## config.mk

```make
export PLATFORM = sky130hd
export DESIGN_NAME = pif_periph_flags
export DESIGN_NICKNAME = d
export VERILOG_FILES = /design/src/pif_pkg.sv /design/src/pif_periph_flags.sv /design/src/pif_sync_edge.sv /design/src/pif_flag_reg.sv
export SDC_FILE = /design/constraint.sdc
export NUM_CORES = 1
export LEC_CHECK = 0
export ABC_AREA = 1
export BUFFER_PORTS_ARGS = -buffer_cell sky130_fd_sc_hd__clkbuf_2
export CAP_MARGIN = 20
export CORE_UTILIZATION = 50
export DETAILED_ROUTE_END_ITERATION = 8
export GPL_ROUTABILITY_DRIVEN = 0
export PLACE_DENSITY_LB_ADDON = 0.08
export SYNTH_ARGS = -nofsm -noshare
export SYNTH_HDL_FRONTEND = slang
export SYNTH_SLANG_ARGS = --single-unit
```

## constraint.sdc

```tcl
create_clock -name core_clk -period 2.35 [get_ports core_clk]
set_input_delay 0.705 -clock core_clk [delete_from_list [all_inputs] [get_ports core_clk]]
set_output_delay 0.705 -clock core_clk [all_outputs]
set_load 0.005 [all_outputs]
```

## src/pif_pkg.sv

```systemverilog
// Register map, field layout and reset values of the peripheral flag block.
// Notes on behaviour
// - conversion done sets flag, software clears
// - serial1 receive flag read-only, cleared by buffer read
// - serial1 transmit flag read-only, cleared by buffer write
// - sync port1 completion sets flag, software clears
// - capture events set capcomp1/2 flags
// - compare match sets capcomp1/2, except in PWM mode
// - timer2 period match sets flag, software clears
// - timer1 rollover sets flag, software clears
// - oscillator failover sets flag, software clears
// - comparator output change sets its flag
// - nonvolatile write completion sets flag
// - sync port1 bus collision sets flag
// - low-voltage flag; direction bit selects crossing
// - timer3 rollover sets flag, software clears
// - port2 collision only as I2C master transmitting
// - serial2 receive/transmit flags follow buffer state
// - charge time unit event sets flag
// - timer1/3/5 gate events set separate flags
// - capcomp3-5 flags set except in PWM
// - timer6/4 match, timer5 overflow set flags
// - unimplemented bits always read zero
// - flags set regardless of any enable
package pif_pkg;

   localparam int ADDR_W = 4;
   localparam int DATA_W = 8;

   // Register offsets on the register port.
   localparam logic [ADDR_W-1:0] OFS_FLAGS1 = 4'h0;
   localparam logic [ADDR_W-1:0] OFS_FLAGS2 = 4'h1;
   localparam logic [ADDR_W-1:0] OFS_FLAGS3 = 4'h2;
   localparam logic [ADDR_W-1:0] OFS_FLAGS4 = 4'h3;
   localparam logic [ADDR_W-1:0] OFS_FLAGS5 = 4'h4;
   localparam logic [ADDR_W-1:0] OFS_ENABLE1 = 4'h5;
   localparam logic [ADDR_W-1:0] OFS_ENABLE2 = 4'h6;
   localparam logic [ADDR_W-1:0] OFS_ENABLE3 = 4'h7;
   localparam logic [ADDR_W-1:0] OFS_ENABLE4 = 4'h8;
   localparam logic [ADDR_W-1:0] OFS_ENABLE5 = 4'h9;
   localparam logic [ADDR_W-1:0] OFS_CONTROL = 4'hA;
   localparam logic [ADDR_W-1:0] OFS_LV_CONTROL = 4'hB;

   // Implemented bits, software-writable bits and reset values.
   localparam logic [DATA_W-1:0] IMPL_FLAGS1 = 8'h7F;
   localparam logic [DATA_W-1:0] IMPL_FULL = 8'hFF;
   localparam logic [DATA_W-1:0] IMPL_LOW3 = 8'h07;
   localparam logic [DATA_W-1:0] WR_FLAGS1 = 8'h4F;
   localparam logic [DATA_W-1:0] WR_FLAGS3 = 8'hCF;
   localparam logic [DATA_W-1:0] FLAGS_RESET = 8'h00;
   localparam logic [DATA_W-1:0] DATA_ZERO = 8'h00;

   // Flag register one.
   localparam int F1_CONV_DONE = 6;
   localparam int F1_SER1_RX = 5;
   localparam int F1_SER1_TX = 4;
   localparam int F1_SYNC1_DONE = 3;
   localparam int F1_CAPCOMP1 = 2;
   localparam int F1_TIMER2_MATCH = 1;
   localparam int F1_TIMER1_OVF = 0;
   // Flag register two.
   localparam int F2_OSC_FAIL = 7;
   localparam int F2_COMP1 = 6;
   localparam int F2_COMP2 = 5;
   localparam int F2_NV_WRITE = 4;
   localparam int F2_SYNC1_COLL = 3;
   localparam int F2_LOW_VOLT = 2;
   localparam int F2_TIMER3_OVF = 1;
   localparam int F2_CAPCOMP2 = 0;
   // Flag register three.
   localparam int F3_SYNC2_DONE = 7;
   localparam int F3_SYNC2_COLL = 6;
   localparam int F3_SER2_RX = 5;
   localparam int F3_SER2_TX = 4;
   localparam int F3_CHARGE_TIME = 3;
   localparam int F3_TIMER5_GATE = 2;
   localparam int F3_TIMER3_GATE = 1;
   localparam int F3_TIMER1_GATE = 0;
   // Flag register four.
   localparam int F4_CAPCOMP5 = 2;
   localparam int F4_CAPCOMP4 = 1;
   localparam int F4_CAPCOMP3 = 0;
   // Flag register five.
   localparam int F5_TIMER6_MATCH = 2;
   localparam int F5_TIMER5_OVF = 1;
   localparam int F5_TIMER4_MATCH = 0;
   // Control registers.
   localparam int CTL_PRIORITY_MODE = 0;
   localparam int CTL_GLOBAL_ENABLE = 1;
   localparam int LVC_DIRECTION = 0;

   // Indices into the capture/compare and timer gate vectors.
   localparam int CC1 = 0;
   localparam int CC2 = 1;
   localparam int CC3 = 2;
   localparam int CC4 = 3;
   localparam int CC5 = 4;
   localparam int GATE_T1 = 0;
   localparam int GATE_T3 = 1;
   localparam int GATE_T5 = 2;

endpackage

```

## src/pif_periph_flags.sv

```systemverilog
// Peripheral interrupt flag registers, their enables and the combined request.
`timescale 1ns/1ps
module pif_periph_flags
   import pif_pkg::*;
#(
   parameter int NUM_CAPCOMP = 5,
   parameter int NUM_GATES = 3
) (
   input wire logic core_clk,
   input wire logic rst,
   // Register port.
   input wire logic [ADDR_W-1:0] regAddr,
   input wire logic [DATA_W-1:0] regWrData,
   input wire logic regWrStb,
   input wire logic regRdStb,
   output logic [DATA_W-1:0] regRdData,
   // Event pulses from on-chip peripherals, same clock.
   input wire logic convDone,
   input wire logic serial1RxLoaded,
   input wire logic serial1RxBufRead,
   input wire logic serial1TxBufFreed,
   input wire logic serial1TxBufWrite,
   input wire logic syncPort1Done,
   input wire logic syncPort1Collision,
   input wire logic syncPort2Done,
   input wire logic syncPort2Collision,
   input wire logic syncPort2MasterTx,
   input wire logic serial2RxLoaded,
   input wire logic serial2RxBufRead,
   input wire logic serial2TxBufFreed,
   input wire logic serial2TxBufWrite,
   input wire logic [NUM_CAPCOMP-1:0] capcompEvent,
   input wire logic [NUM_CAPCOMP-1:0] capcompPwmMode,
   input wire logic timer1Overflow,
   input wire logic timer2Match,
   input wire logic timer3Overflow,
   input wire logic timer4Match,
   input wire logic timer5Overflow,
   input wire logic timer6Match,
   input wire logic [NUM_GATES-1:0] timerGateEvent,
   input wire logic oscFailSwitched,
   input wire logic nvWriteDone,
   input wire logic chargeTimeEvent,
   // Analog levels from outside the clock domain.
   input wire logic comparator1Out,
   input wire logic comparator2Out,
   input wire logic voltageAboveTrip,
   // Request and control outputs.
   output logic periphIrqReq,
   output logic periphIrqGated,
   output logic priorityModeEnable,
   output logic peripheralGlobalEnable
);
   localparam int NUM_FLAG_REGS = 5;
   if (NUM_CAPCOMP != 5 || NUM_GATES != 3) begin : gBadParams
      $error("pif_periph_flags: unsupported unit counts");
   end

   // True when a register access targets the given offset.
   function automatic logic hit(input logic [ADDR_W-1:0] addr,
                                input logic [ADDR_W-1:0] ofs);
      hit = (addr == ofs);
   endfunction

   // Capture or compare event that counts only outside PWM mode.
   function automatic logic ccEvent(input logic ev, input logic pwm);
      ccEvent = ev & ~pwm;
   endfunction

   // Edges of the synchronised analog levels.
   logic comp1Rise, comp1Fall;
   logic comp2Rise, comp2Fall;
   logic lvRise, lvFall;

   pif_sync_edge #(
      .RESET_LEVEL(1'b0)
   ) u_comp1 (
      .core_clk(core_clk),
      .rst(rst),
      .asyncIn(comparator1Out),
      .level(),
      .rise(comp1Rise),
      .fall(comp1Fall)
   );
   pif_sync_edge #(
      .RESET_LEVEL(1'b0)
   ) u_comp2 (
      .core_clk(core_clk),
      .rst(rst),
      .asyncIn(comparator2Out),
      .level(),
      .rise(comp2Rise),
      .fall(comp2Fall)
   );

   // Resetting to high keeps a supply already above trip from raising a
   // spurious rising event right after reset.
   pif_sync_edge #(
      .RESET_LEVEL(1'b1)
   ) u_lowvolt (
      .core_clk(core_clk),
      .rst(rst),
      .asyncIn(voltageAboveTrip),
      .level(),
      .rise(lvRise),
      .fall(lvFall)
   );

   // Control registers: priority mode, global enable, direction.
   logic [DATA_W-1:0] control_q, control_d;
   logic [DATA_W-1:0] lvControl_q, lvControl_d;
   logic [DATA_W-1:0] enable_q [NUM_FLAG_REGS];
   logic [DATA_W-1:0] enable_d [NUM_FLAG_REGS];
   logic [DATA_W-1:0] enableMask [NUM_FLAG_REGS];
   logic [ADDR_W-1:0] enableOfs [NUM_FLAG_REGS];
   logic voltageDirectionSelect;
   assign enableMask[0] = IMPL_FLAGS1;
   assign enableMask[1] = IMPL_FULL;
   assign enableMask[2] = IMPL_FULL;
   assign enableMask[3] = IMPL_LOW3;
   assign enableMask[4] = IMPL_LOW3;
   assign enableOfs[0] = OFS_ENABLE1;
   assign enableOfs[1] = OFS_ENABLE2;
   assign enableOfs[2] = OFS_ENABLE3;
   assign enableOfs[3] = OFS_ENABLE4;
   assign enableOfs[4] = OFS_ENABLE5;
   always_comb begin
      control_d = control_q;
      lvControl_d = lvControl_q;
      for (int i = 0; i < NUM_FLAG_REGS; i++) begin
         enable_d[i] = enable_q[i];
      end
      if (regWrStb) begin
         if (hit(regAddr, OFS_CONTROL)) begin
            control_d = DATA_ZERO;
            control_d[CTL_PRIORITY_MODE] = regWrData[CTL_PRIORITY_MODE];
            control_d[CTL_GLOBAL_ENABLE] = regWrData[CTL_GLOBAL_ENABLE];
         end
         if (hit(regAddr, OFS_LV_CONTROL)) begin
            lvControl_d = DATA_ZERO;
            lvControl_d[LVC_DIRECTION] = regWrData[LVC_DIRECTION];
         end
         for (int i = 0; i < NUM_FLAG_REGS; i++) begin
            if (hit(regAddr, enableOfs[i])) begin
               enable_d[i] = regWrData & enableMask[i];
            end
         end
      end
   end

   always_ff @(posedge core_clk) begin
      if (rst) begin
         control_q <= DATA_ZERO;
         lvControl_q <= DATA_ZERO;
         for (int i = 0; i < NUM_FLAG_REGS; i++) begin
            enable_q[i] <= DATA_ZERO;
         end
      end else begin
         control_q <= control_d;
         lvControl_q <= lvControl_d;
         for (int i = 0; i < NUM_FLAG_REGS; i++) begin
            enable_q[i] <= enable_d[i];
         end
      end
   end

   assign priorityModeEnable = control_q[CTL_PRIORITY_MODE];
   assign peripheralGlobalEnable = control_q[CTL_GLOBAL_ENABLE];
   assign voltageDirectionSelect = lvControl_q[LVC_DIRECTION];

   // Set and clear events. No enable bit takes part here, so software
   // can poll any flag with its interrupt disabled.
   logic [DATA_W-1:0] set1, set2, set3, set4, set5;
   logic [DATA_W-1:0] clr1, clr3;
   logic lvEvent;

   // Direction high flags a rise through the trip point, low a fall.
   assign lvEvent = voltageDirectionSelect ? lvRise : lvFall;

   always_comb begin
      set1 = DATA_ZERO;
      clr1 = DATA_ZERO;
      set1[F1_CONV_DONE] = convDone;
      set1[F1_SER1_RX] = serial1RxLoaded;
      clr1[F1_SER1_RX] = serial1RxBufRead;
      set1[F1_SER1_TX] = serial1TxBufFreed;
      clr1[F1_SER1_TX] = serial1TxBufWrite;
      set1[F1_SYNC1_DONE] = syncPort1Done;
      set1[F1_CAPCOMP1] = ccEvent(capcompEvent[CC1], capcompPwmMode[CC1]);
      set1[F1_TIMER2_MATCH] = timer2Match;
      set1[F1_TIMER1_OVF] = timer1Overflow;
   end

   always_comb begin
      set2 = DATA_ZERO;
      set2[F2_OSC_FAIL] = oscFailSwitched;
      set2[F2_COMP1] = comp1Rise | comp1Fall;
      set2[F2_COMP2] = comp2Rise | comp2Fall;
      set2[F2_NV_WRITE] = nvWriteDone;
      set2[F2_SYNC1_COLL] = syncPort1Collision;
      set2[F2_LOW_VOLT] = lvEvent;
      set2[F2_TIMER3_OVF] = timer3Overflow;
      set2[F2_CAPCOMP2] = ccEvent(capcompEvent[CC2], capcompPwmMode[CC2]);
   end

   always_comb begin
      set3 = DATA_ZERO;
      clr3 = DATA_ZERO;
      set3[F3_SYNC2_DONE] = syncPort2Done;
      set3[F3_SYNC2_COLL] = syncPort2Collision & syncPort2MasterTx;
      set3[F3_SER2_RX] = serial2RxLoaded;
      clr3[F3_SER2_RX] = serial2RxBufRead;
      set3[F3_SER2_TX] = serial2TxBufFreed;
      clr3[F3_SER2_TX] = serial2TxBufWrite;
      set3[F3_CHARGE_TIME] = chargeTimeEvent;
      set3[F3_TIMER5_GATE] = timerGateEvent[GATE_T5];
      set3[F3_TIMER3_GATE] = timerGateEvent[GATE_T3];
      set3[F3_TIMER1_GATE] = timerGateEvent[GATE_T1];
   end

   always_comb begin
      set4 = DATA_ZERO;
      set5 = DATA_ZERO;
      set4[F4_CAPCOMP5] = ccEvent(capcompEvent[CC5], capcompPwmMode[CC5]);
      set4[F4_CAPCOMP4] = ccEvent(capcompEvent[CC4], capcompPwmMode[CC4]);
      set4[F4_CAPCOMP3] = ccEvent(capcompEvent[CC3], capcompPwmMode[CC3]);
      set5[F5_TIMER6_MATCH] = timer6Match;
      set5[F5_TIMER5_OVF] = timer5Overflow;
      set5[F5_TIMER4_MATCH] = timer4Match;
   end

   // Flag registers. A set in the cycle of a clearing write wins.
   logic [DATA_W-1:0] flags [NUM_FLAG_REGS];

   pif_flag_reg #(
      .WIDTH(DATA_W),
      .IMPL_MASK(IMPL_FLAGS1),
      .WR_MASK(WR_FLAGS1),
      .RESET_VAL(FLAGS_RESET)
   ) u_flags1 (
      .core_clk(core_clk),
      .rst(rst),
      .wrEn(regWrStb & hit(regAddr, OFS_FLAGS1)),
      .wrData(regWrData),
      .setEv(set1),
      .clrEv(clr1),
      .flags(flags[0])
   );
   pif_flag_reg #(
      .WIDTH(DATA_W),
      .IMPL_MASK(IMPL_FULL),
      .WR_MASK(IMPL_FULL),
      .RESET_VAL(FLAGS_RESET)
   ) u_flags2 (
      .core_clk(core_clk),
      .rst(rst),
      .wrEn(regWrStb & hit(regAddr, OFS_FLAGS2)),
      .wrData(regWrData),
      .setEv(set2),
      .clrEv(DATA_ZERO),
      .flags(flags[1])
   );

   // The serial buffer bits follow the buffers, so software writes skip them.
   pif_flag_reg #(
      .WIDTH(DATA_W),
      .IMPL_MASK(IMPL_FULL),
      .WR_MASK(WR_FLAGS3),
      .RESET_VAL(FLAGS_RESET)
   ) u_flags3 (
      .core_clk(core_clk),
      .rst(rst),
      .wrEn(regWrStb & hit(regAddr, OFS_FLAGS3)),
      .wrData(regWrData),
      .setEv(set3),
      .clrEv(clr3),
      .flags(flags[2])
   );
   pif_flag_reg #(
      .WIDTH(DATA_W),
      .IMPL_MASK(IMPL_LOW3),
      .WR_MASK(IMPL_LOW3),
      .RESET_VAL(FLAGS_RESET)
   ) u_flags4 (
      .core_clk(core_clk),
      .rst(rst),
      .wrEn(regWrStb & hit(regAddr, OFS_FLAGS4)),
      .wrData(regWrData),
      .setEv(set4),
      .clrEv(DATA_ZERO),
      .flags(flags[3])
   );
   pif_flag_reg #(
      .WIDTH(DATA_W),
      .IMPL_MASK(IMPL_LOW3),
      .WR_MASK(IMPL_LOW3),
      .RESET_VAL(FLAGS_RESET)
   ) u_flags5 (
      .core_clk(core_clk),
      .rst(rst),
      .wrEn(regWrStb & hit(regAddr, OFS_FLAGS5)),
      .wrData(regWrData),
      .setEv(set5),
      .clrEv(DATA_ZERO),
      .flags(flags[4])
   );

   // Request. The gated form needs the global enable in both priority
   // modes, since one bit serves as peripheral and low-priority enable.
   logic irqReq_q, irqReq_d;
   logic irqGated_q, irqGated_d;

   always_comb begin
      irqReq_d = 1'b0;
      for (int i = 0; i < NUM_FLAG_REGS; i++) begin
         irqReq_d = irqReq_d | (|(flags[i] & enable_q[i]));
      end
      irqGated_d = irqReq_d & peripheralGlobalEnable;
   end

   always_ff @(posedge core_clk) begin
      if (rst) begin
         irqReq_q <= 1'b0;
         irqGated_q <= 1'b0;
      end else begin
         irqReq_q <= irqReq_d;
         irqGated_q <= irqGated_d;
      end
   end

   assign periphIrqReq = irqReq_q;
   assign periphIrqGated = irqGated_q;

   // Read port: data stand only in the cycle after the strobe.
   logic [DATA_W-1:0] rdData_q, rdData_d;

   always_comb begin
      rdData_d = DATA_ZERO;
      if (regRdStb) begin
         case (regAddr)
            OFS_FLAGS1: rdData_d = flags[0];
            OFS_FLAGS2: rdData_d = flags[1];
            OFS_FLAGS3: rdData_d = flags[2];
            OFS_FLAGS4: rdData_d = flags[3];
            OFS_FLAGS5: rdData_d = flags[4];
            OFS_ENABLE1: rdData_d = enable_q[0];
            OFS_ENABLE2: rdData_d = enable_q[1];
            OFS_ENABLE3: rdData_d = enable_q[2];
            OFS_ENABLE4: rdData_d = enable_q[3];
            OFS_ENABLE5: rdData_d = enable_q[4];
            OFS_CONTROL: rdData_d = control_q;
            OFS_LV_CONTROL: rdData_d = lvControl_q;
            default: rdData_d = DATA_ZERO;
         endcase
      end
   end

   always_ff @(posedge core_clk) begin
      if (rst) begin
         rdData_q <= DATA_ZERO;
      end else begin
         rdData_q <= rdData_d;
      end
   end

   assign regRdData = rdData_q;
endmodule // pif_periph_flags

```

## src/pif_sync_edge.sv

```systemverilog
// Two-stage synchroniser with rise and fall detection.
`timescale 1ns/1ps
module pif_sync_edge
   import pif_pkg::*;
#(
   parameter logic RESET_LEVEL = 1'b0
) (
   input wire logic core_clk,
   input wire logic rst,
   input wire logic asyncIn,
   output logic level,
   output logic rise,
   output logic fall
);
   logic meta_q, meta_d;
   logic sync_q, sync_d;
   logic last_q, last_d;

   // Only sync_q reads meta_q; the edge logic looks at sync_q and last_q.
   always_comb begin
      meta_d = asyncIn;
      sync_d = meta_q;
      last_d = sync_q;
   end

   always_ff @(posedge core_clk) begin
      if (rst) begin
         meta_q <= RESET_LEVEL;
         sync_q <= RESET_LEVEL;
         last_q <= RESET_LEVEL;
      end else begin
         meta_q <= meta_d;
         sync_q <= sync_d;
         last_q <= last_d;
      end
   end

   assign level = sync_q;
   assign rise = sync_q & ~last_q;
   assign fall = ~sync_q & last_q;
endmodule // pif_sync_edge

```

## src/pif_flag_reg.sv

```systemverilog
// Sticky flag register with software write, hardware set and hardware clear.
`timescale 1ns/1ps
module pif_flag_reg
   import pif_pkg::*;
#(
   parameter int WIDTH = DATA_W,
   parameter logic [WIDTH-1:0] IMPL_MASK = '1,
   parameter logic [WIDTH-1:0] WR_MASK = '1,
   parameter logic [WIDTH-1:0] RESET_VAL = '0
) (
   input wire logic core_clk,
   input wire logic rst,
   input wire logic wrEn,
   input wire logic [WIDTH-1:0] wrData,
   input wire logic [WIDTH-1:0] setEv,
   input wire logic [WIDTH-1:0] clrEv,
   output logic [WIDTH-1:0] flags
);
   logic [WIDTH-1:0] flags_q, flags_d;

   if (WIDTH < 1 || WIDTH > DATA_W) begin : gBadWidth
      $error("pif_flag_reg: WIDTH out of range");
   end

   always_comb begin
      flags_d = flags_q;
      if (wrEn) begin
         flags_d = (flags_q & ~WR_MASK) | (wrData & WR_MASK);
      end
      flags_d = flags_d & ~clrEv;
      flags_d = (flags_d | setEv) & IMPL_MASK;
   end

   always_ff @(posedge core_clk) begin
      if (rst) begin
         flags_q <= RESET_VAL & IMPL_MASK;
      end else begin
         flags_q <= flags_d;
      end
   end

   assign flags = flags_q;
endmodule // pif_flag_reg

```

==> results of run 1 <==
[power breakdown]
group	internal (mW)	leakage (nW)	total [mW]	switching (mW)
clock network	0.621	0.108	1.13	0.511
logic	0.107	1.45	0.284	0.178
registers	1.41	0.655	1.45	0.0447
[sequential cells by signal, summed over array words and instances, names as in the netlist, 2 cells and up]
| signal | flops |
|---|---|
| u_flags4.flags | 3 |
| u_flags5.flags | 3 |
| u_flags3.flags | 8 |
| enable_q | 29 |
| u_flags1.flags | 7 |
| u_flags2.flags | 8 |
| control_q | 2 |
| regRdData | 8 |
[how the worst max path moves through the flow]
stage / from / end / slack, ns
after global routing: regAddr[0] / regRdData[2] / 0.56
after floorplan: regAddr[1] / u_flags1.flags[1] / 0.79
after global placement: regAddr[0] / regRdData[2] / 0.41
after CTS: regAddr[0] / enable_q[0][15] / 0.72
final: regAddr[0] / enable_q[0][15] / 0.67
after detailed placement: regAddr[0] / enable_q[0][15] / 0.34
[cells in the final DEF (no fill, tap or decap), drive strengths merged]
| cell | instances |
|---|---|
| buf | 7 |
| clkbuf | 76 |
| dfxtp | 80 |
| a21oi | 51 |
| nor2 | 50 |
| o211ai | 4 |
| o21ai | 9 |
| clkinv | 2 |
| inv | 66 |
| a31oi | 1 |
| or2 | 2 |
| nor3 | 3 |
| bufinv | 2 |
| xnor2 | 2 |
| clkinvlp | 1 |
| nand2 | 224 |
| nand4 | 1 |
| nand3 | 70 |
[cell usage after synthesis]
| cell | number |
|---|---|
| nand2_1 | 217 |
| or2_2 | 2 |
| a21oi_1 | 51 |
| inv_1 | 60 |
| clkbuf_1 | 10 |
| nand3_1 | 70 |
| nor2_2 | 5 |
| o211ai_1 | 4 |
| buf_1 | 4 |
| nor3_1 | 1 |
| o21ai_0 | 5 |
| nor3_2 | 1 |
| buf_4 | 1 |
| buf_2 | 1 |
| nor3_4 | 1 |
| inv_2 | 6 |
| nor2_1 | 40 |
| nand2_2 | 6 |
| nand2_4 | 1 |
| a31oi_1 | 1 |
| nand4_1 | 1 |
| nor2_4 | 5 |
| xnor2_1 | 2 |
| dfxtp_1 | 80 |
| o21ai_1 | 4 |
| buf_6 | 2 |
[final cells by class]
cell class	instances	area, um2	area share, %
clock buffers	10	138	3.09
inverters	66	248	5.56
flip-flops and latches	80	1600	35.9
multi-input cells	417	1860	41.6
clock inverters	5	81.3	1.83
well taps	99	124	2.78
repair buffers	73	408	9.15
[metrics by stage]
step                instances  util (%)  instance area [um2]  hold slack (ns)
floorplan                 581         -                 3790            0.388
global placement          735      58.1                 4240            0.390
detailed placement        735      58.1                 4240            0.394
CTS                       750      61.1                 4460            0.410
global route              750      61.1                 4460            0.428
finish                    750      61.1                 4460            0.406
[routing by layer]
layer  global-route usage (%)  up-vias  share of wire, %
met1                     39.0     1667                47
met3                     6.83       10               9.4
met5                        0        -                 0
met4                     7.65        0               1.2
li1                         -     1950                 -
met2                     40.7      152                43
[logic make-up after synthesis]
family / share of synthesized area (%)
AOI/OAI and AO/OA: 8.87
xor gates and xnor gates: 0.462
buffers and inverters: 8.84
DFF: 42.2
and+or+nand+nor: 39.6
[worst register-to-register path: cells and delay by family (launching register included)]
kind / cells / cell delay, ns
and+or+nand+nor: 8 / 0.63
DFF: 1 / 0.34
==> flow_metrics.env, run 1 <==
export IMPL_synth_nets=636
export IMPL_cts_resized_gates=0
export IMPL_hold_path_depth=2
export IMPL_ctsHoldBuffers=0
export IMPL_io_pins=67
export IMPL_cp_max_fo=12
export IMPL_drive_gt1_share_pct=17.7
export IMPL_worstSetupStartpointType="primary input"
export IMPL_numPortBuffers=66
export IMPL_synth_area_leaders="dfxtp_1 (42%), nand2_1 (21%), nand3_1 (9.2%)"
export IMPL_grt_overflow=0
export IMPL_fin_crit_ns=1.68
export IMPL_cp_required_ns=2.60
export IMPL_cts_post_setup_buffers_inserted=0
export IMPL_vias=3779
export IMPL_synth_top_area_share_pct=42.2
export IMPL_grt_max_degree=40
export IMPL_vdd_ir_drop_worst_mv=0.405
export IMPL_setup_slack_ns=0.675
export IMPL_drt_first_pass_iters=5
export IMPL_rsz0062_at_grt="no"
export IMPL_path_cells="clkbuf_2 > inv_1 > nand2_2 > nor2_2 > nand2_4 > o21ai_1 > a21oi_1"
export IMPL_hold_class="reg -> reg"
export IMPL_first_global_vias=3286
export IMPL_critical_path_cell_count=7
export IMPL_routedWlPerCell_um=13.2
export IMPL_maxCapViolCount=0
export IMPL_seq_area_frac_synth_pct=42.2
export IMPL_rrSetupSlack_ns=1.28
export IMPL_crit_family="simple AND/OR/NAND/NOR gates"
export IMPL_n_fill_cell=748
export IMPL_rr_startpoint="u_flags1.flags[4]"
export IMPL_detail_route_iter0_violations=258
export IMPL_critPathMaxStageDelay_ns=0.47
export IMPL_setup_tns_ns=0
export IMPL_die_w_um=89.1
export IMPL_p_total_mw=2.87
export IMPL_start_util_pct=52.0
export IMPL_antenna_found_initial=0
export IMPL_grt_util_all_layers_pct=27.2
export IMPL_dieArea_um2=7940
export IMPL_rows=31
export IMPL_cts_tree="built"
export IMPL_max_freq_ghz=0.597
export IMPL_end_kind="register"
export IMPL_worstPathArrival_ns=1.93
export IMPL_via_per_inst=5.04
export IMPL_h_tree_depth=3
export IMPL_hold_violations=0
export IMPL_diodes=0
export IMPL_r2r_end="periphIrqGated"
export IMPL_area_growth_pct=17.5
export IMPL_run_status="finished, final reports clean"
export IMPL_die_y_um=89.1
export IMPL_whs_endpoint="u_comp2.level"
export IMPL_final_antenna_net_count=0
export IMPL_clock_latency_ns=0.35
export IMPL_root_buffer="clkbuf_8"
export IMPL_holdCritStartpoint="u_comp2.meta_q"
export IMPL_yosys_area_top_type="dfxtp_1"
export IMPL_cts_made_buffers=9
export IMPL_reg2regPathDepth=8
export IMPL_setup_violations=0
export IMPL_core_um2=7290
export IMPL_slowest_stage="nor2_2"
export IMPL_worstSetupPathType="in -> reg"
export IMPL_slew_violations=0
export IMPL_synth_seq_cells=80
export IMPL_synth_cell_type_count=26
export IMPL_nNetsFinal=702
export IMPL_slew_headroom_pct=63.2
export IMPL_dp_hpwl_um=7260
export IMPL_p_leak_nw=2.22
export IMPL_powerDensity_nw_per_um2=644
export IMPL_post_synth_cell_area_avg_um2=6.53
export IMPL_clock_sinks=80
export IMPL_clkTransAtPathRegs_ns=0.08
export IMPL_pre_cts_slack_ns=0.340
export IMPL_netlist_instances=581
export IMPL_wl_um=9920
export IMPL_cts_buffer_depth=2
export IMPL_crit_buf_inv=2
export IMPL_yosysWarnings=0
export IMPL_drc=0
export IMPL_worst_pin_slew_ns=0.552
export IMPL_clock_skew_ns=0.00774
export IMPL_grt_pass1_wl_um=16000
export IMPL_fin_crit_sh_pct=71.3
export IMPL_synth_area_um2=3790
Power figures use the tool's default switching activity.
==> inputs of run 2 (changes only) <==
clock period = 1.6 ns   (was 2.35 ns; I/O delays follow)
==> flow_metrics.env, run 2 (same netlist as run 1, synthesis figures left out) <==
export IMPL_rows=31
export IMPL_cts_made_buffers=9
export IMPL_worstSetupPathType="reg -> out"
export IMPL_nNetsFinal=721
export IMPL_rr_startpoint="enable_q[0][20]"
export IMPL_wl_um=10200
export IMPL_powerDensity_nw_per_um2=888
export IMPL_slew_headroom_pct=77.1
export IMPL_end_kind="output port"
export IMPL_area_growth_pct=21.3
export IMPL_p_total_mw=4.09
export IMPL_max_freq_ghz=0.743
export IMPL_holdCritStartpoint="voltageAboveTrip"
export IMPL_worstSetupStartpointType="register"
export IMPL_clock_sinks=80
export IMPL_regMostFlops="enable_q"
export IMPL_cts_tree="built"
export IMPL_worst_pin_slew_ns=0.343
export IMPL_grt_overflow=0
export IMPL_fin_cells=770
export IMPL_critPathMaxStageDelay_ns=0.38
export IMPL_r2r_end="periphIrqGated"
export IMPL_final_cell_mix="nand2_1 (217), dfxtp_1 (80), nand3_1 (70)"
export IMPL_h_tree_depth=3
export IMPL_cp_required_ns=1.12
export IMPL_finalInstanceArea_um2=4600
export IMPL_diodes=0
export IMPL_hold_class="in -> reg"
export IMPL_cp_max_fo=3
export IMPL_grt_pass1_wl_um=16500
export IMPL_final_antenna_net_count=0
export IMPL_setup_tns_ns=0
export IMPL_slew_violations=0
export IMPL_reg2regPathDepth=8
export IMPL_whs_endpoint="u_lowvolt.meta_q"
export IMPL_rrSetupSlack_ns=0.52
export IMPL_dpl_cell_count=754
export IMPL_p_leak_nw=2.31
export IMPL_path_cells="clkbuf_2"
export IMPL_clkTransAtPathRegs_ns=0.08
export IMPL_worstPathArrival_ns=0.87
export IMPL_pre_cts_slack_ns=0.00704
export IMPL_crit_buf_inv=1
export IMPL_n_fill_cell=700
export IMPL_cts_resized_gates=0
export IMPL_layout_commonest_cell="nand2_1"
export IMPL_slowest_stage="dfxtp_1"
export IMPL_placed_area_um2=4400
export IMPL_cts_buffer_depth=2
export IMPL_largest_register_ffs=29
export IMPL_grt_max_degree=33
export IMPL_setup_slack_ns=0.254
export IMPL_setup_violations=0
export IMPL_detail_route_iter0_violations=344
export IMPL_ctsHoldBuffers=0
export IMPL_start_util_pct=52.0
export IMPL_root_buffer="clkbuf_8"
export IMPL_vdd_ir_drop_worst_mv=0.459
export IMPL_numPortBuffers=66
export IMPL_clock_latency_ns=0.36
export IMPL_routedWlPerCell_um=13.3
export IMPL_hold_path_depth=2
export IMPL_antenna_found_initial=0
export IMPL_grt_util_all_layers_pct=27.8
export IMPL_clock_skew_ns=0.00607
export IMPL_dieArea_um2=7940
export IMPL_cts_post_setup_buffers_inserted=0
export IMPL_vias=3837
export IMPL_core_um2=7290
export IMPL_crit_family="flip-flops"
export IMPL_die_y_um=89.1
export IMPL_drive_gt1_share_pct=20.0
export IMPL_first_global_vias=3442
export IMPL_via_per_inst=4.98
export IMPL_die_w_um=89.1
export IMPL_drt_first_pass_iters=5
export IMPL_drc=0
export IMPL_run_status="finished, final reports clean"
export IMPL_maxCapViolCount=0
export IMPL_hold_violations=0
export IMPL_fin_crit_sh_pct=84.1
export IMPL_fin_crit_ns=1.35
export IMPL_rsz0062_at_grt="no"
export IMPL_dp_hpwl_um=7750
export IMPL_io_pins=67
-- run 2: cell types whose count changed in the layout (fill, tap and decap cells not counted) --
| cell | change |
|---|---|
| bufinv_16 | -1 |
| clkbuf_1 | +1 |
| buf_12 | +2 |
| clkinv_2 | +1 |
| buf_4 | +17 |
-- run 2: worst max path at each step --
stage                     slack (ns)                 end  depth (start not counted)          from
after floorplan                 0.27   u_flags1.flags[1]                          8    regAddr[1]
after global placement          0.02        regRdData[1]                         11    regAddr[0]
after detailed placement       0.007        regRdData[3]                          9    regAddr[1]
after CTS                       0.25  priorityModeEnable                          1  control_q[0]
after global routing            0.21  priorityModeEnable                          1  control_q[0]
final                           0.25  priorityModeEnable                          1  control_q[0]
-- run 2: layout make-up --
class                           instances  area (um2)  share of cell area (%)
Inverter                               66         248                    5.38
Clock inverter                          5        56.3                    1.22
Timing Repair Buffer                   92         576                    12.5
Sequential cell                        80        1600                    34.8
Multi-Input combinational cell        417        1860                    40.3
Clock buffer                           11         141                    3.07
Tap cell                               99         124                    2.69
-- run 2: per-stage QoR --
stage	util, %	hold slack [ns]
6_report	63.1	0.302
3_5_place_dp	60.4	0.399
5_1_grt	63.1	0.302
3_3_place_gp	60.4	0.391
4_1_cts	63.1	0.301
2_1_floorplan	-	0.388
-- run 2: per-layer routing --
metal / vias to the layer above / part of all wire, % / routed length, um / global-route usage (%)
met2: 142 / 44 / 4480 / 41.7
met4: 0 / 2.0 / 207 / 11.3
met1: 1688 / 48 / 4890 / 40.1
met5: - / 0 / 0 / 0
li1: 1991 / - / - / -
met3: 16 / 6.2 / 638 / 3.88
-- run 2: power by group --
| part | switching, mW | leakage, nW | internal, mW |
|---|---|---|---|
| logic | 0.268 | 1.56 | 0.182 |
| clock network | 0.743 | 0.0993 | 0.761 |
| registers | 0.0640 | 0.655 | 2.07 |
==> inputs of run 3 (changes only) <==
clock period = 1.35 ns   (was 1.6 ns; I/O delays follow)
==> flow_metrics.env, run 3 (same netlist as run 1, synthesis figures left out) <==
export IMPL_whs_endpoint="u_comp1.meta_q"
export IMPL_root_buffer="clkbuf_8"
export IMPL_ctsHoldBuffers=0
export IMPL_setup_slack_ns=0.0908
export IMPL_cts_resized_gates=0
export IMPL_intPower_mw=3.92
export IMPL_final_cell_mix="nand2_1 (217), dfxtp_1 (80), nand3_1 (70)"
export IMPL_clkTransAtPathRegs_ns=0.09
export IMPL_worstSetupPathType="reg -> out"
export IMPL_largest_register_ffs=29
export IMPL_run_status="finished, final reports clean"
export IMPL_fin_crit_ns=1.26
export IMPL_crit_family="flip-flops"
export IMPL_seqPwrFrac_pct=48.4
export IMPL_powerDensity_nw_per_um2=1110
export IMPL_rr_startpoint="u_flags5.flags[1]"
export IMPL_rows=31
export IMPL_rsz0062_at_grt="no"
export IMPL_numPortBuffers=66
export IMPL_cts_post_setup_buffers_inserted=0
export IMPL_maxCapViolCount=0
export IMPL_dieArea_um2=7940
export IMPL_drt_first_pass_iters=4
export IMPL_grt_max_degree=29
export IMPL_power_switching_mw=1.31
export IMPL_final_antenna_net_count=0
export IMPL_layout_commonest_cell="nand2_1"
export IMPL_detail_route_iter0_violations=312
export IMPL_end_kind="output port"
export IMPL_grt_overflow=0
export IMPL_worst_pin_slew_ns=0.370
export IMPL_wl_um=10500
export IMPL_max_freq_ghz=0.794
export IMPL_cp_max_fo=3
export IMPL_rrSetupSlack_ns=0.25
export IMPL_diodes=0
export IMPL_dp_hpwl_um=7880
export IMPL_die_y_um=89.1
export IMPL_clock_latency_ns=0.35
export IMPL_drc=0
export IMPL_start_util_pct=52.0
export IMPL_clock_skew_ns=0.0140
export IMPL_first_global_vias=3417
export IMPL_nNetsFinal=729
export IMPL_path_cells="clkbuf_2"
export IMPL_worstSetupStartpointType="register"
export IMPL_regMostFlops="enable_q"
export IMPL_slew_headroom_pct=75.4
export IMPL_p_leak_nw=2.36
export IMPL_power_frac_clock_pct=41.1
export IMPL_io_pins=67
export IMPL_drive_gt1_share_pct=20.9
export IMPL_cts_made_buffers=9
export IMPL_cp_required_ns=0.95
export IMPL_fin_cells=778
export IMPL_setup_tns_ns=0
export IMPL_setup_violations=0
export IMPL_slowest_stage="dfxtp_1"
export IMPL_critPathMaxStageDelay_ns=0.38
export IMPL_dpl_cell_count=762
export IMPL_slew_violations=0
export IMPL_h_tree_depth=3
export IMPL_cts_tree="built"
export IMPL_holdCritStartpoint="comparator1Out"
export IMPL_routedWlPerCell_um=13.5
export IMPL_grt_pass1_wl_um=16600
export IMPL_vdd_ir_drop_worst_mv=0.620
export IMPL_grt_util_all_layers_pct=27.9
export IMPL_area_growth_pct=23.8
export IMPL_power_frac_comb_pct=10.5
export IMPL_fin_crit_sh_pct=93.3
export IMPL_cts_buffer_depth=2
export IMPL_worstPathArrival_ns=0.85
export IMPL_via_per_inst=5.14
export IMPL_r2r_end="periphIrqGated"
export IMPL_antenna_found_initial=0
export IMPL_clock_sinks=80
export IMPL_utilization_pct=64.4
export IMPL_die_w_um=89.1
export IMPL_vias=3999
export IMPL_hold_path_depth=3
export IMPL_hold_class="in -> reg"
export IMPL_pre_cts_slack_ns=-0.212
export IMPL_hold_violations=0
export IMPL_reg2regPathDepth=8
export IMPL_p_sw_share_pct=25.0
export IMPL_crit_path_start="control_q[0]"
export IMPL_crit_buf_inv=1
export IMPL_core_um2=7290
export IMPL_p_total_mw=5.23
## run 3: changes by cell type in the layout (fill, tap and decap cells not counted)
cell / change
buf_12: -1
buf_4: +9
bufinv_16: +2
clkbuf_8: -1
clkinv_2: -2
clkinv_4: -1
inv_6: +2
## run 3: area by class of cell
| class | count | area (um2) |
|---|---|---|
| Inverter | 66 | 248 |
| Multi-Input combinational cell | 417 | 1860 |
| Fill cell | 691 | 2600 |
| Clock inverter | 6 | 115 |
| Tap cell | 99 | 124 |
| Timing Repair Buffer | 100 | 623 |
| Sequential cell | 80 | 1600 |
| Clock buffer | 10 | 128 |
## run 3: how the worst max path moves through the flow
stage	slack, ns	depth (start not counted)	to
after floorplan	0.09	8	u_flags1.flags[1]
after global placement	-0.18	10	regRdData[2]
after detailed placement	-0.21	10	regRdData[2]
after CTS	0.09	1	priorityModeEnable
after global routing	0.03	9	u_flags4.flags[0]
final	0.09	1	priorityModeEnable
## run 3: through the flow
| step | cell area (um2) | hold WS [ns] |
|---|---|---|
| 2_1_floorplan | 3790 | 0.388 |
| 3_3_place_gp | 4450 | 0.392 |
| 3_5_place_dp | 4450 | 0.397 |
| 4_1_cts | 4690 | 0.222 |
| 5_1_grt | 4690 | 0.225 |
| 6_report | 4690 | 0.227 |
## run 3: power by group through the flow
stage	registers, mW	logic [mW]	clock network, mW
floorplan	2.56	0.300	0
global placement	2.58	0.529	0
detailed placement	2.58	0.543	0
CTS	2.53	0.546	2.16
global route	2.54	0.613	2.27
finish	2.53	0.550	2.15
## run 3: metal layers
metal	vias up	part of all wire, %	track usage [%]
li1	2011	-	-
met5	-	0	0
met2	189	43	43.2
met4	0	2.5	10.7
met1	1779	46	39.4
met3	20	8.5	4.25
